--- config.mk ---
export PLATFORM = sky130hd
export DESIGN_NAME = valley_mode_pwm_control
export DESIGN_NICKNAME = d
export VERILOG_FILES = /design/src/valley_pwm_pkg.sv /design/src/valley_mode_pwm_control.sv
export VERILOG_INCLUDE_DIRS = /design/src
export SDC_FILE = /design/constraint.sdc
export NUM_CORES = 2
export LEC_CHECK = 0
export ABC_AREA = 1
export BUFFER_PORTS_ARGS = -buffer_cell sky130_fd_sc_hd__buf_2
export CELL_PAD_IN_SITES_DETAIL_PLACEMENT = 1
export CELL_PAD_IN_SITES_GLOBAL_PLACEMENT = 2
export CORE_MARGIN = 2
export CORE_UTILIZATION = 28
export CTS_BUF_LIST = sky130_fd_sc_hd__clkbuf_8
export CTS_CLUSTER_DIAMETER = 40
export DETAILED_ROUTE_END_ITERATION = 6
export PLACE_DENSITY_LB_ADDON = 0.1
export SYNTH_ARGS = -nofsm -noshare
export SYNTH_HDL_FRONTEND = slang
export SYNTH_SLANG_ARGS = --single-unit
--- constraint.sdc ---
create_clock -name aclk -period 122.9 [get_ports aclk]
set_input_delay 6.145 -clock aclk [delete_from_list [all_inputs] [get_ports aclk]]
set_output_delay 6.145 -clock aclk [all_outputs]
set_load 0.02 [all_outputs]
--- src/valley_pwm_params.svh ---
// Register indices, field positions, reset values and fixed steps of the valley-mode PWM control.
`ifndef VALLEY_PWM_PARAMS_SVH
`define VALLEY_PWM_PARAMS_SVH

// Register indices; the byte address is the index times four.
`define REG_CTRL      4'h0
`define REG_TIMING0   4'h1
`define REG_TIMING1   4'h2
`define REG_TIMING2   4'h3
`define REG_ZVS       4'h4
`define REG_RATIO     4'h5
`define REG_PEAK      4'h6
`define REG_THR       4'h7
`define REG_OCP       4'h8
`define REG_TRANS     4'h9
`define REG_STATUS    4'hA
`define REG_LAST_RW   4'h9
`define IDX_RANGE     5:2

`define CTRL_RUN      0
`define CTRL_GAP_EN   1
`define CTRL_FLT_CLR  2
`define F_LO16        15:0
`define F_HI16        31:16
`define F_B0          7:0
`define F_B1          15:8
`define F_B2          23:16
`define F_B3          31:24
`define F_VALMAX      19:16
`define F_SIG8        15:8

`define ST_MODE       2:0
`define ST_FAULT      3
`define ST_TARGET     7:4
`define ST_PEAK       31:16

`define CFG_RESET     32'h0000_0000
`define AXI_OKAY      2'h0
`define AXI_SLVERR    2'h2
`define CNT_MAX       16'hFFFF
`define VALLEY_MIN    4'h1
`define VALLEY_SAT    4'hF
`define DCM_GAP_STEP  16'h0010
`define HYS_DIV       16'h0003
`define SHIFT_FRAC    8

`endif

--- src/valley_pwm_pkg.sv ---
// Types shared by the valley-mode PWM control.
package valley_pwm_pkg;

   typedef enum logic [8:0] {
      PH_IDLE   = 9'h001,
      PH_HS_ON  = 9'h002,
      PH_DEAD_L = 9'h004,
      PH_LS_ON  = 9'h008,
      PH_GAP    = 9'h010,
      PH_DELAY  = 9'h020,
      PH_ZVS    = 9'h040,
      PH_DEAD_H = 9'h080,
      PH_HALT   = 9'h100
   } phase_t;

   typedef enum logic [2:0] {
      MODE_CONT   = 3'h1,
      MODE_VALLEY = 3'h2,
      MODE_GAP    = 3'h4
   } mode_t;

   typedef struct packed {
      logic        awready;
      logic        wready;
      logic        aw_have;
      logic        w_have;
      logic        bvalid;
      logic [1:0]  bresp;
      logic [3:0]  aw_idx;
      logic [31:0] wdata;
      logic [3:0]  wstrb;
      logic        arready;
      logic        rvalid;
      logic [1:0]  rresp;
      logic [31:0] rdata;
   } axi_st_t;

   typedef struct packed {
      axi_st_t          axi;
      logic [9:0][31:0] cfg;
      logic             zc1;
      logic             zc2;
      logic             zc3;
      logic             tr1;
      logic             tr2;
      phase_t           phase;
      mode_t            mode;
      logic             hs;
      logic             ls;
      logic             fault;
      logic [15:0]      cnt;
      logic [15:0]      filt;
      logic [15:0]      per;
      logic [15:0]      last_per;
      logic [15:0]      dcm_gap;
      logic [15:0]      oc_cnt;
      logic [15:0]      peak;
      logic [3:0]       valley;
      logic [3:0]       target;
   } st_t;

endpackage

--- src/valley_mode_pwm_control.sv ---
// Half-bridge PWM mode control with valley switching, gap mode and overcurrent protection.
`timescale 1ns/100ps
`include "valley_pwm_params.svh"

// Behaviour
// - Valley mode inserts a controlled idle gap after each high plus low side cycle.
// - Low side pulse starts at the first rising crossing after target valleys plus a configurable delay.
// - After the pulse, a configurable dead time precedes high side turn-on.
// - Dead time before low side turn-on is shared by valley and continuous modes.
// - Pulse length is negative target times inductance over ratio times output, clamped.
// - One valley counts per filtered falling edge of the zero-cross signal.
// - Each cycle target valleys rise below upper threshold, fall above lower threshold.
// - Threshold hysteresis equals one third of the nominal peak setting.
// - Thresholds rise with output voltage, interpolated toward a ratio at zero output.
// - Target valleys clamp at the maximum; a request beyond enters gap mode.
// - Gap mode lengthens the gap and starts the pulse without crossing detection.
// - Gap lengthening stops once the bridge period reaches the minimum frequency.
// - A configuration bit disables gap mode entirely.
// - Set-point follows feedback; separate threshold pairs govern leaving and returning continuous.
// - Entering gap mode adds a quarter of the upper threshold to the peak.
// - Gap mode counts valleys; fewer than maximum at pulse start returns to valley mode.
// - Above nominal set-point, every mode extends transfer time; peak is set-point less the negative target.
// - Overcurrent above set-point for the set duration halts switching and flags a fault.
module valley_mode_pwm_control
   import valley_pwm_pkg::*;
(
   input  wire logic        aclk,                 // System clock, 100 MHz.
   input  wire logic        aresetn,              // Synchronous reset, active low.
   input  wire logic [5:0]  awaddr,               // Write address.
   input  wire logic        awvalid,              // Write address valid.
   output logic             awready,              // Write address ready.
   input  wire logic [31:0] wdata,                // Write data.
   input  wire logic [3:0]  wstrb,                // Write byte strobes.
   input  wire logic        wvalid,               // Write data valid.
   output logic             wready,               // Write data ready.
   output logic [1:0]       bresp,                // Write response.
   output logic             bvalid,               // Write response valid.
   input  wire logic        bready,               // Write response ready.
   input  wire logic [5:0]  araddr,               // Read address.
   input  wire logic        arvalid,              // Read address valid.
   output logic             arready,              // Read address ready.
   output logic [31:0]      rdata,                // Read data.
   output logic [1:0]       rresp,                // Read response.
   output logic             rvalid,               // Read data valid.
   input  wire logic        rready,               // Read data ready.
   input  wire logic        zero_cross_input,     // Zero-cross comparator pin.
   input  wire logic        peak_trip,            // Peak current comparator pin.
   input  wire logic [15:0] setpoint_level,       // Current set-point derived from feedback.
   input  wire logic [15:0] output_level,         // Output voltage sensed on the zero-cross input.
   input  wire logic [15:0] current_estimate,     // Estimated output current.
   output logic             high_side_gate,       // High side switch drive.
   output logic             low_side_gate,        // Low side switch drive.
   output logic [2:0]       active_mode,          // Encoded operating mode.
   output logic [15:0]      peak_current_setting, // Peak current for the current comparator.
   output logic             protect_fault         // Overcurrent protection fault.
);

   // ---------------------------------------------------------------
   // Arithmetic helpers
   // ---------------------------------------------------------------
   function automatic logic [31:0] merge_strb(input logic [31:0] old_v, input logic [31:0] new_v,
                                              input logic [3:0] strb);
      logic [31:0] r;
      r = old_v;
      for (int i = 0; i < 4; i++)
         if (strb[i])
            r[i*8 +: 8] = new_v[i*8 +: 8];
      return r;
   endfunction

   function automatic logic [15:0] sat_sub(input logic [15:0] a, input logic [15:0] b);
      return (a > b) ? a - b : 16'h0000;
   endfunction

   function automatic logic [15:0] sat_add(input logic [15:0] a, input logic [15:0] b);
      logic [16:0] s;
      s = {1'b0, a} + {1'b0, b};
      return s[16] ? `CNT_MAX : s[15:0];
   endfunction

   // Division by a variable is costly but runs only on slow-moving operands.
   function automatic logic [15:0] zvs_len(input logic [15:0] neg, input logic [15:0] lm,
                                           input logic [7:0] n, input logic [15:0] v,
                                           input logic [15:0] lmin);
      logic [31:0] num;
      logic [23:0] den;
      logic [31:0] t;
      logic [15:0] r;
      num = neg * lm;
      den = n * v;
      t   = (den == 24'h00_0000) ? 32'hFFFF_FFFF : num / {8'h00, den};
      r   = (t[31:16] != 16'h0000) ? `CNT_MAX : t[15:0];
      return (r < lmin) ? lmin : r;
   endfunction

   function automatic logic [15:0] upper_thr(input logic [15:0] nom, input logic [7:0] ratio,
                                             input logic [7:0] out8);
      logic [23:0] p;
      logic [15:0] z;
      logic [23:0] d;
      p = nom * ratio;
      z = p[23:`SHIFT_FRAC];
      d = (nom - z) * out8;
      return z + d[23:`SHIFT_FRAC];
   endfunction

   // ---------------------------------------------------------------
   // State
   // ---------------------------------------------------------------
   st_t         q;
   st_t         n;
   logic [3:0]  ar_idx;
   logic [31:0] ctrl_w;
   logic        run;
   logic        gap_en;
   logic        flt_clr;
   logic        flt_set;
   logic        zc_rise;
   logic        valley_pulse;
   logic        cycle_end;
   logic [15:0] up_thr;
   logic [15:0] lo_thr;
   logic [15:0] base_peak;
   logic [15:0] peak_d;
   logic [15:0] trans_time;
   logic [15:0] pulse_len;
   logic [3:0]  max_val;

   // ---------------------------------------------------------------
   // Next-state logic
   // ---------------------------------------------------------------
   always_comb
   begin
      n            = q;
      ar_idx       = araddr[`IDX_RANGE];
      ctrl_w       = q.cfg[`REG_CTRL];
      run          = ctrl_w[`CTRL_RUN];
      gap_en       = ctrl_w[`CTRL_GAP_EN];
      flt_clr      = 1'b0;
      flt_set      = 1'b0;
      cycle_end    = 1'b0;
      max_val      = q.cfg[`REG_RATIO][`F_VALMAX];

      // Zero-cross pin passes three flops and trip pin two; logic reads the second, and the third for zero-cross edges.
      n.zc1        = zero_cross_input;
      n.zc2        = q.zc1;
      n.zc3        = q.zc2;
      n.tr1        = peak_trip;
      n.tr2        = q.tr1;
      zc_rise      = q.zc2 & ~q.zc3;
      n.filt       = q.zc2 ? 16'h0000 : ((q.filt == `CNT_MAX) ? q.filt : q.filt + 16'h0001);
      valley_pulse = ~q.zc2 & (q.filt == q.cfg[`REG_TIMING0][`F_HI16]);

      up_thr    = upper_thr(q.cfg[`REG_PEAK][`F_LO16], q.cfg[`REG_RATIO][`F_B1],
                            output_level[`F_SIG8]);
      lo_thr    = sat_add(up_thr, q.cfg[`REG_PEAK][`F_LO16] / `HYS_DIV);
      base_peak = sat_sub(setpoint_level, q.cfg[`REG_ZVS][`F_LO16]);
      peak_d    = (q.mode == MODE_GAP) ? sat_add(base_peak, {2'h0, up_thr[15:2]}) : base_peak;
      trans_time = sat_add(q.cfg[`REG_TRANS][`F_LO16],
                           sat_sub(setpoint_level, q.cfg[`REG_TRANS][`F_HI16]));
      pulse_len = zvs_len(q.cfg[`REG_ZVS][`F_LO16], q.cfg[`REG_ZVS][`F_HI16],
                          q.cfg[`REG_RATIO][`F_B0], output_level,
                          q.cfg[`REG_TIMING2][`F_LO16]);
      n.peak    = peak_d;

      // -------- Register bus: write side --------
      if (awvalid && q.axi.awready)
      begin
         n.axi.aw_have = 1'b1;
         n.axi.aw_idx  = awaddr[`IDX_RANGE];
         n.axi.awready = 1'b0;
      end
      if (wvalid && q.axi.wready)
      begin
         n.axi.w_have = 1'b1;
         n.axi.wdata  = wdata;
         n.axi.wstrb  = wstrb;
         n.axi.wready = 1'b0;
      end
      if (q.axi.aw_have && q.axi.w_have && !q.axi.bvalid)
      begin
         n.axi.aw_have = 1'b0;
         n.axi.w_have  = 1'b0;
         n.axi.bvalid  = 1'b1;
         n.axi.bresp   = (q.axi.aw_idx <= `REG_LAST_RW) ? `AXI_OKAY : `AXI_SLVERR;
         if (q.axi.aw_idx <= `REG_LAST_RW)
            n.cfg[q.axi.aw_idx] = merge_strb(q.cfg[q.axi.aw_idx], q.axi.wdata, q.axi.wstrb);
         if (q.axi.aw_idx == `REG_CTRL)
         begin
            // The clear bit is a command and is never stored.
            n.cfg[`REG_CTRL][`CTRL_FLT_CLR] = 1'b0;
            flt_clr = q.axi.wstrb[0] & q.axi.wdata[`CTRL_FLT_CLR];
         end
      end
      if (q.axi.bvalid && bready)
      begin
         n.axi.bvalid  = 1'b0;
         n.axi.awready = 1'b1;
         n.axi.wready  = 1'b1;
      end

      // -------- Register bus: read side --------
      if (arvalid && q.axi.arready)
      begin
         n.axi.arready = 1'b0;
         n.axi.rvalid  = 1'b1;
         n.axi.rresp   = `AXI_OKAY;
         n.axi.rdata   = 32'h0000_0000;
         if (ar_idx <= `REG_LAST_RW)
            n.axi.rdata = q.cfg[ar_idx];
         else if (ar_idx == `REG_STATUS)
         begin
            n.axi.rdata[`ST_MODE]   = q.mode;
            n.axi.rdata[`ST_FAULT]  = q.fault;
            n.axi.rdata[`ST_TARGET] = q.target;
            n.axi.rdata[`ST_PEAK]   = q.peak;
         end
         else
            n.axi.rresp = `AXI_SLVERR;
      end
      if (q.axi.rvalid && rready)
      begin
         n.axi.rvalid  = 1'b0;
         n.axi.arready = 1'b1;
      end

      // -------- Overcurrent supervision --------
      if (current_estimate > q.cfg[`REG_OCP][`F_LO16])
      begin
         n.oc_cnt = sat_add(q.oc_cnt, 16'h0001);
         flt_set  = (q.oc_cnt >= q.cfg[`REG_OCP][`F_HI16]);
      end
      else
         n.oc_cnt = 16'h0000;
      // A trip in the cycle of a clear keeps the fault.
      n.fault = (q.fault & ~flt_clr) | flt_set;

      // -------- Half-bridge sequencing --------
      n.cnt = sat_add(q.cnt, 16'h0001);
      n.per = sat_add(q.per, 16'h0001);
      if (!run || q.fault)
      begin
         n.phase  = q.fault ? PH_HALT : PH_IDLE;
         n.cnt    = 16'h0000;
         n.valley = 4'h0;
      end
      else
      begin
         unique case (q.phase)
            PH_IDLE, PH_HALT:
            begin
               n.phase = PH_ZVS;
               n.cnt   = 16'h0000;
            end
            PH_HS_ON:
               if (q.tr2)
               begin
                  n.phase   = PH_DEAD_L;
                  n.cnt     = 16'h0000;
                  cycle_end = 1'b1;
               end
            PH_DEAD_L:
               if (q.cnt >= q.cfg[`REG_TIMING1][`F_HI16])
               begin
                  n.phase = PH_LS_ON;
                  n.cnt   = 16'h0000;
               end
            PH_LS_ON:
               if (q.cnt >= trans_time)
               begin
                  n.phase  = (q.mode == MODE_CONT) ? PH_DEAD_H : PH_GAP;
                  n.cnt    = 16'h0000;
                  n.valley = 4'h0;
               end
            PH_GAP:
            begin
               if (valley_pulse && q.valley != `VALLEY_SAT)
                  n.valley = q.valley + 4'h1;
               if (q.mode == MODE_GAP)
               begin
                  if (q.cnt >= q.dcm_gap)
                  begin
                     n.phase = PH_ZVS;
                     n.cnt   = 16'h0000;
                     if (q.valley < max_val)
                     begin
                        n.mode   = MODE_VALLEY;
                        n.target = (max_val == 4'h0) ? `VALLEY_MIN : max_val;
                     end
                  end
               end
               else if (q.valley >= q.target && zc_rise)
               begin
                  n.phase = PH_DELAY;
                  n.cnt   = 16'h0000;
               end
            end
            PH_DELAY:
               if (q.cnt >= q.cfg[`REG_TIMING0][`F_LO16])
               begin
                  n.phase = PH_ZVS;
                  n.cnt   = 16'h0000;
               end
            PH_ZVS:
               if (q.cnt >= pulse_len)
               begin
                  n.phase = PH_DEAD_H;
                  n.cnt   = 16'h0000;
               end
            PH_DEAD_H:
               if (q.cnt >= q.cfg[`REG_TIMING1][`F_LO16])
               begin
                  n.phase    = PH_HS_ON;
                  n.cnt      = 16'h0000;
                  n.per      = 16'h0000;
                  n.last_per = q.per;
               end
            default:
            begin
               n.phase = PH_IDLE;
               n.cnt   = 16'h0000;
            end
         endcase
      end

      // -------- Once-per-cycle mode decisions --------
      if (cycle_end)
      begin
         unique case (q.mode)
            MODE_CONT:
               if (setpoint_level[`F_SIG8] < q.cfg[`REG_THR][`F_B0] ||
                   output_level[`F_SIG8] < q.cfg[`REG_THR][`F_B1])
               begin
                  n.mode   = MODE_VALLEY;
                  n.target = `VALLEY_MIN;
               end
            MODE_VALLEY:
               if (setpoint_level[`F_SIG8] > q.cfg[`REG_THR][`F_B2] &&
                   output_level[`F_SIG8] > q.cfg[`REG_THR][`F_B3])
                  n.mode = MODE_CONT;
               else if (q.peak < up_thr)
               begin
                  if (q.target < max_val)
                     n.target = q.target + 4'h1;
                  else if (gap_en)
                  begin
                     n.mode    = MODE_GAP;
                     n.dcm_gap = q.cnt;
                  end
               end
               else if (q.peak > lo_thr && q.target > `VALLEY_MIN)
                  n.target = q.target - 4'h1;
            MODE_GAP:
               if (!gap_en)
                  n.mode = MODE_VALLEY;
               else if (setpoint_level[`F_SIG8] > q.cfg[`REG_THR][`F_B2] &&
                        output_level[`F_SIG8] > q.cfg[`REG_THR][`F_B3])
                  n.mode = MODE_CONT;
               else if (q.peak < up_thr && q.last_per < q.cfg[`REG_PEAK][`F_HI16])
                  n.dcm_gap = sat_add(q.dcm_gap, `DCM_GAP_STEP);
               else if (q.peak > lo_thr)
                  n.dcm_gap = sat_sub(q.dcm_gap, `DCM_GAP_STEP);
            default:
               n.mode = MODE_CONT;
         endcase
      end

      n.hs = (n.phase == PH_HS_ON);
      n.ls = (n.phase == PH_LS_ON) || (n.phase == PH_ZVS);
   end

   // ---------------------------------------------------------------
   // State register
   // ---------------------------------------------------------------
   always_ff @(posedge aclk)
   begin
      if (!aresetn)
      begin
         q             <= '0;
         q.axi.awready <= 1'b1;
         q.axi.wready  <= 1'b1;
         q.axi.arready <= 1'b1;
         q.cfg         <= {10{`CFG_RESET}};
         q.phase       <= PH_IDLE;
         q.mode        <= MODE_CONT;
         q.target      <= `VALLEY_MIN;
      end
      else
         q <= n;
   end

   assign awready              = q.axi.awready;
   assign wready               = q.axi.wready;
   assign bvalid               = q.axi.bvalid;
   assign bresp                = q.axi.bresp;
   assign arready              = q.axi.arready;
   assign rvalid               = q.axi.rvalid;
   assign rdata                = q.axi.rdata;
   assign rresp                = q.axi.rresp;
   assign high_side_gate       = q.hs;
   assign low_side_gate        = q.ls;
   assign active_mode          = q.mode;
   assign peak_current_setting = q.peak;
   assign protect_fault        = q.fault;

endmodule

==> metrics.md <==
| Metric | Value |
|---|---|
| Synth async-reset ratio | `0` |
| Max-cap violation count | `0` |
| Relative slew margins | `0.120` |
| Status | `finished, final reports clean` |
| First-pass GRT wire length | `549000 um` |
| Critical Path Max Stage Delay | `0.54 ns` |
| WP depth | `938` |
| Longest Clk Path Bufs | `3` |
| Top FF cell, synth | `dfxtp_1` |
| Placeable Area | `294000 sq um` |
| Commonest cells after routing, fill and taps aside | `2433 x nand2_1, 2166 x inv_1, 1092 x a21oi_1` |
| HP Start | `n[135]` |
| Slowest CP cell | `fa_1` |
| Worst r2r src | `q[286]` |
| Worst-Margin Slew | `1.31 ns` |
| CTS Hold Buffers Added | `0` |
| Critical path required time | `123.69 ns` |
| Synth Area per Inst | `6.73 sq um` |
| Die Wd | `548 um` |
| Crit. Startpoint | `output_level[10]` |
| CTS HTree Levels | `3` |
| Worst-skew pair later-pin latency | `0.92 ns` |
| Post-synthesis register bit count | `541` |
| Area of the die | `300000 sq um` |
| TritonCTS Buffers | `119` |
| Fin Hold WS | `0.412 ns` |
| Row count | `199` |
| Gr usage total | `0.240` |
| Syn. warnings | `0` |
| WL/cell | `22.5 um` |
| Via Count | `83.3k` |
| Antenna Nets Post-Route | `0` |
| CP top delay family | `compound AO/OA/AOI/OAI gates` |
| Synth Cell Area | `82800 sq um` |
| Crit path DAT | `112.13 ns` |
| Final Hold Viols | `0` |
| Nets | `14.0k` |
| Seq/Total Area, Yosys | `0.131` |
| Largest net degree at the start of global routing | `189` |
| Input/output buffers | `161` |
| Kind of critical path | `in -> reg` |
| Tmin final | `111.35 ns` |
| Reg2reg path depth | `779` |
| Most common cell after layout, fill and taps aside | `nand2_1` |
| Number of synthesized flops with an enable pin | `0` |
| Synth Instances | `12.3k` |
| WP buf/inv | `203` |
| Skew final | `0.0797 ns` |
| GP Congestion | `0.891` |
| Clock Sinks | `541` |
| Starting Density | `0.282` |
| Vias per std cell | `5.10` |
| Max Freq | `8.98 MHz` |
| CTS tree | `done` |
| Vias in the first global route | `86.5k` |
| CP startpoint kind | `primary input` |
| Antenna violations before repair | `42` |
| Yosys cell types | `85` |
| Final WL | `368000 um` |
| First-pass DRT Iterations | `5` |
| Area growth, synth to finish | `10.3%` |
| Period utilisation layout | `0.906` |
| Hold path depth | `2` |
| Worst-path fanout max | `37` |
| Clock transition at path regs | `0.06 ns` |
| HPWL after detailed placement | `300000 um` |
| CTS Root Cell | `clkbuf_8` |
| Gr ovfl total | `0` |
| Final setup violation count | `0` |
| Most common cell on crit path | `nand2_1` |
| Layout cell share with drive strength beyond 1 | `0.0836` |
| HP Class | `reg -> reg` |
| Drt initial violations | `4548` |
| CP endpoint kind | `register` |
| DRC Markers | `0` |
| Die H | `548 um` |
| Ports | `168` |
| Final Max Slew Viols | `0` |
[worst reg2reg max path: cells and delay by family (launching register included)]
family	cells	cell delay [ns]
AOI/OAI and AO/OA	267	46.26
and+or+nand+nor	315	33.49
buffers and inverters	157	13.84
adders and majority gates	39	13.76
DFF	1	1.06
muxes	1	0.22
[sequential cells by signal (all words and copies together), names as in the netlist, 3 cells and up]
name                  count
n                         3
ctrl_w                   32
peak_current_setting     16
max_val                   4
q                       441
active_mode               3
rdata                    32
[cells in the mapped netlist (47+ instances only)]
cell | n | share of area
buf_1 | 51 | 0.0023
o21ai_1 | 72 | 0.0044
ha_1 | 1075 | 0.16
a221oi_1 | 118 | 0.012
nand3_1 | 339 | 0.020
a21oi_1 | 1104 | 0.067
xnor2_1 | 158 | 0.017
nand2_1 | 2444 | 0.11
or2_2 | 79 | 0.0060
o21bai_1 | 56 | 0.0051
o211ai_1 | 47 | 0.0043
nor3_1 | 118 | 0.0071
dfxtp_1 | 541 | 0.13
nor2_1 | 764 | 0.035
nand2_2 | 48 | 0.0036
xor2_1 | 324 | 0.034
a21o_1 | 57 | 0.0052
o22ai_1 | 92 | 0.0069
inv_1 | 2160 | 0.098
inv_2 | 72 | 0.0033
nand4_1 | 110 | 0.0083
o21ai_0 | 971 | 0.059
clkbuf_1 | 375 | 0.017
buf_4 | 57 | 0.0052
fa_1 | 470 | 0.11
[cells by family (layout without fill, tap and decap cells)]
| family | count (synthesis) | after routing | share of synthesized area |
|---|---|---|---|
| AOI/OAI and AO/OA | 2873 | 2873 | 0.199 |
| DFF | 541 | 541 | 0.131 |
| other | 1 | 18 | 0.0000453 |
| xor gates and xnor gates | 483 | 483 | 0.0512 |
| muxes | 8 | 8 | 0.00112 |
| buffers and inverters | 2766 | 2856 | 0.130 |
| adders and majority gates | 1545 | 1545 | 0.276 |
| and+or+nand+nor | 4094 | 4094 | 0.212 |
[path summary, 6_finish.rpt]
check | endpoint | slack [ns]
setup / recovery | q[116] | 11.55
hold / removal | q[135] | 0.41
setup reg to reg | q[116] | 14.19
hold reg to reg | q[135] | 0.41
[final cells by class]
cell class,instances,area (sq um)
flip-flops and latches,541,10800
clock inverters,81,940
clock buffers,138,1900
diodes,16,40.0
repair inverters,3,17.5
multi-input cells,9005,61700
well taps,3919,4900
fillers,36600,203000
repair buffers,373,2500
inverters,2261,8550
[routing by layer]
layer  GRT usage  up-vias  routed length, um
met1       0.327    41300             174000
met5           0        -                 92
met2       0.401     1526             169000
met3      0.0246      396              14400
met4      0.0643       14              11100
li1            -    40100                  -
[stage by stage]
stage | setup slack (ns) | cells | util | TNS (ns) | area, sq um
3_3_place_gp | 4.04 | 16100 | 0.299 | 0 | 87900
5_1_grt | -0.0361 | 16300 | 0.311 | -0.164 | 91300
2_1_floorplan | 18.95 | 12300 | - | 0 | 82800
6_report | 11.55 | 16300 | 0.311 | 0 | 91400
4_1_cts | 1.82 | 16300 | 0.309 | 0 | 90800
3_5_place_dp | 1.24 | 16100 | 0.299 | 0 | 87900
[timing repair]
action                                  4_1_cts  5_1_grt
endpoints found under the setup margin        0       22
buffers inserted                              0       27
resized for setup                             0      104
Power is left out: the tool's default activity adds up to more than one toggle a clock period on the data nets, which glitch-free logic cannot reach.
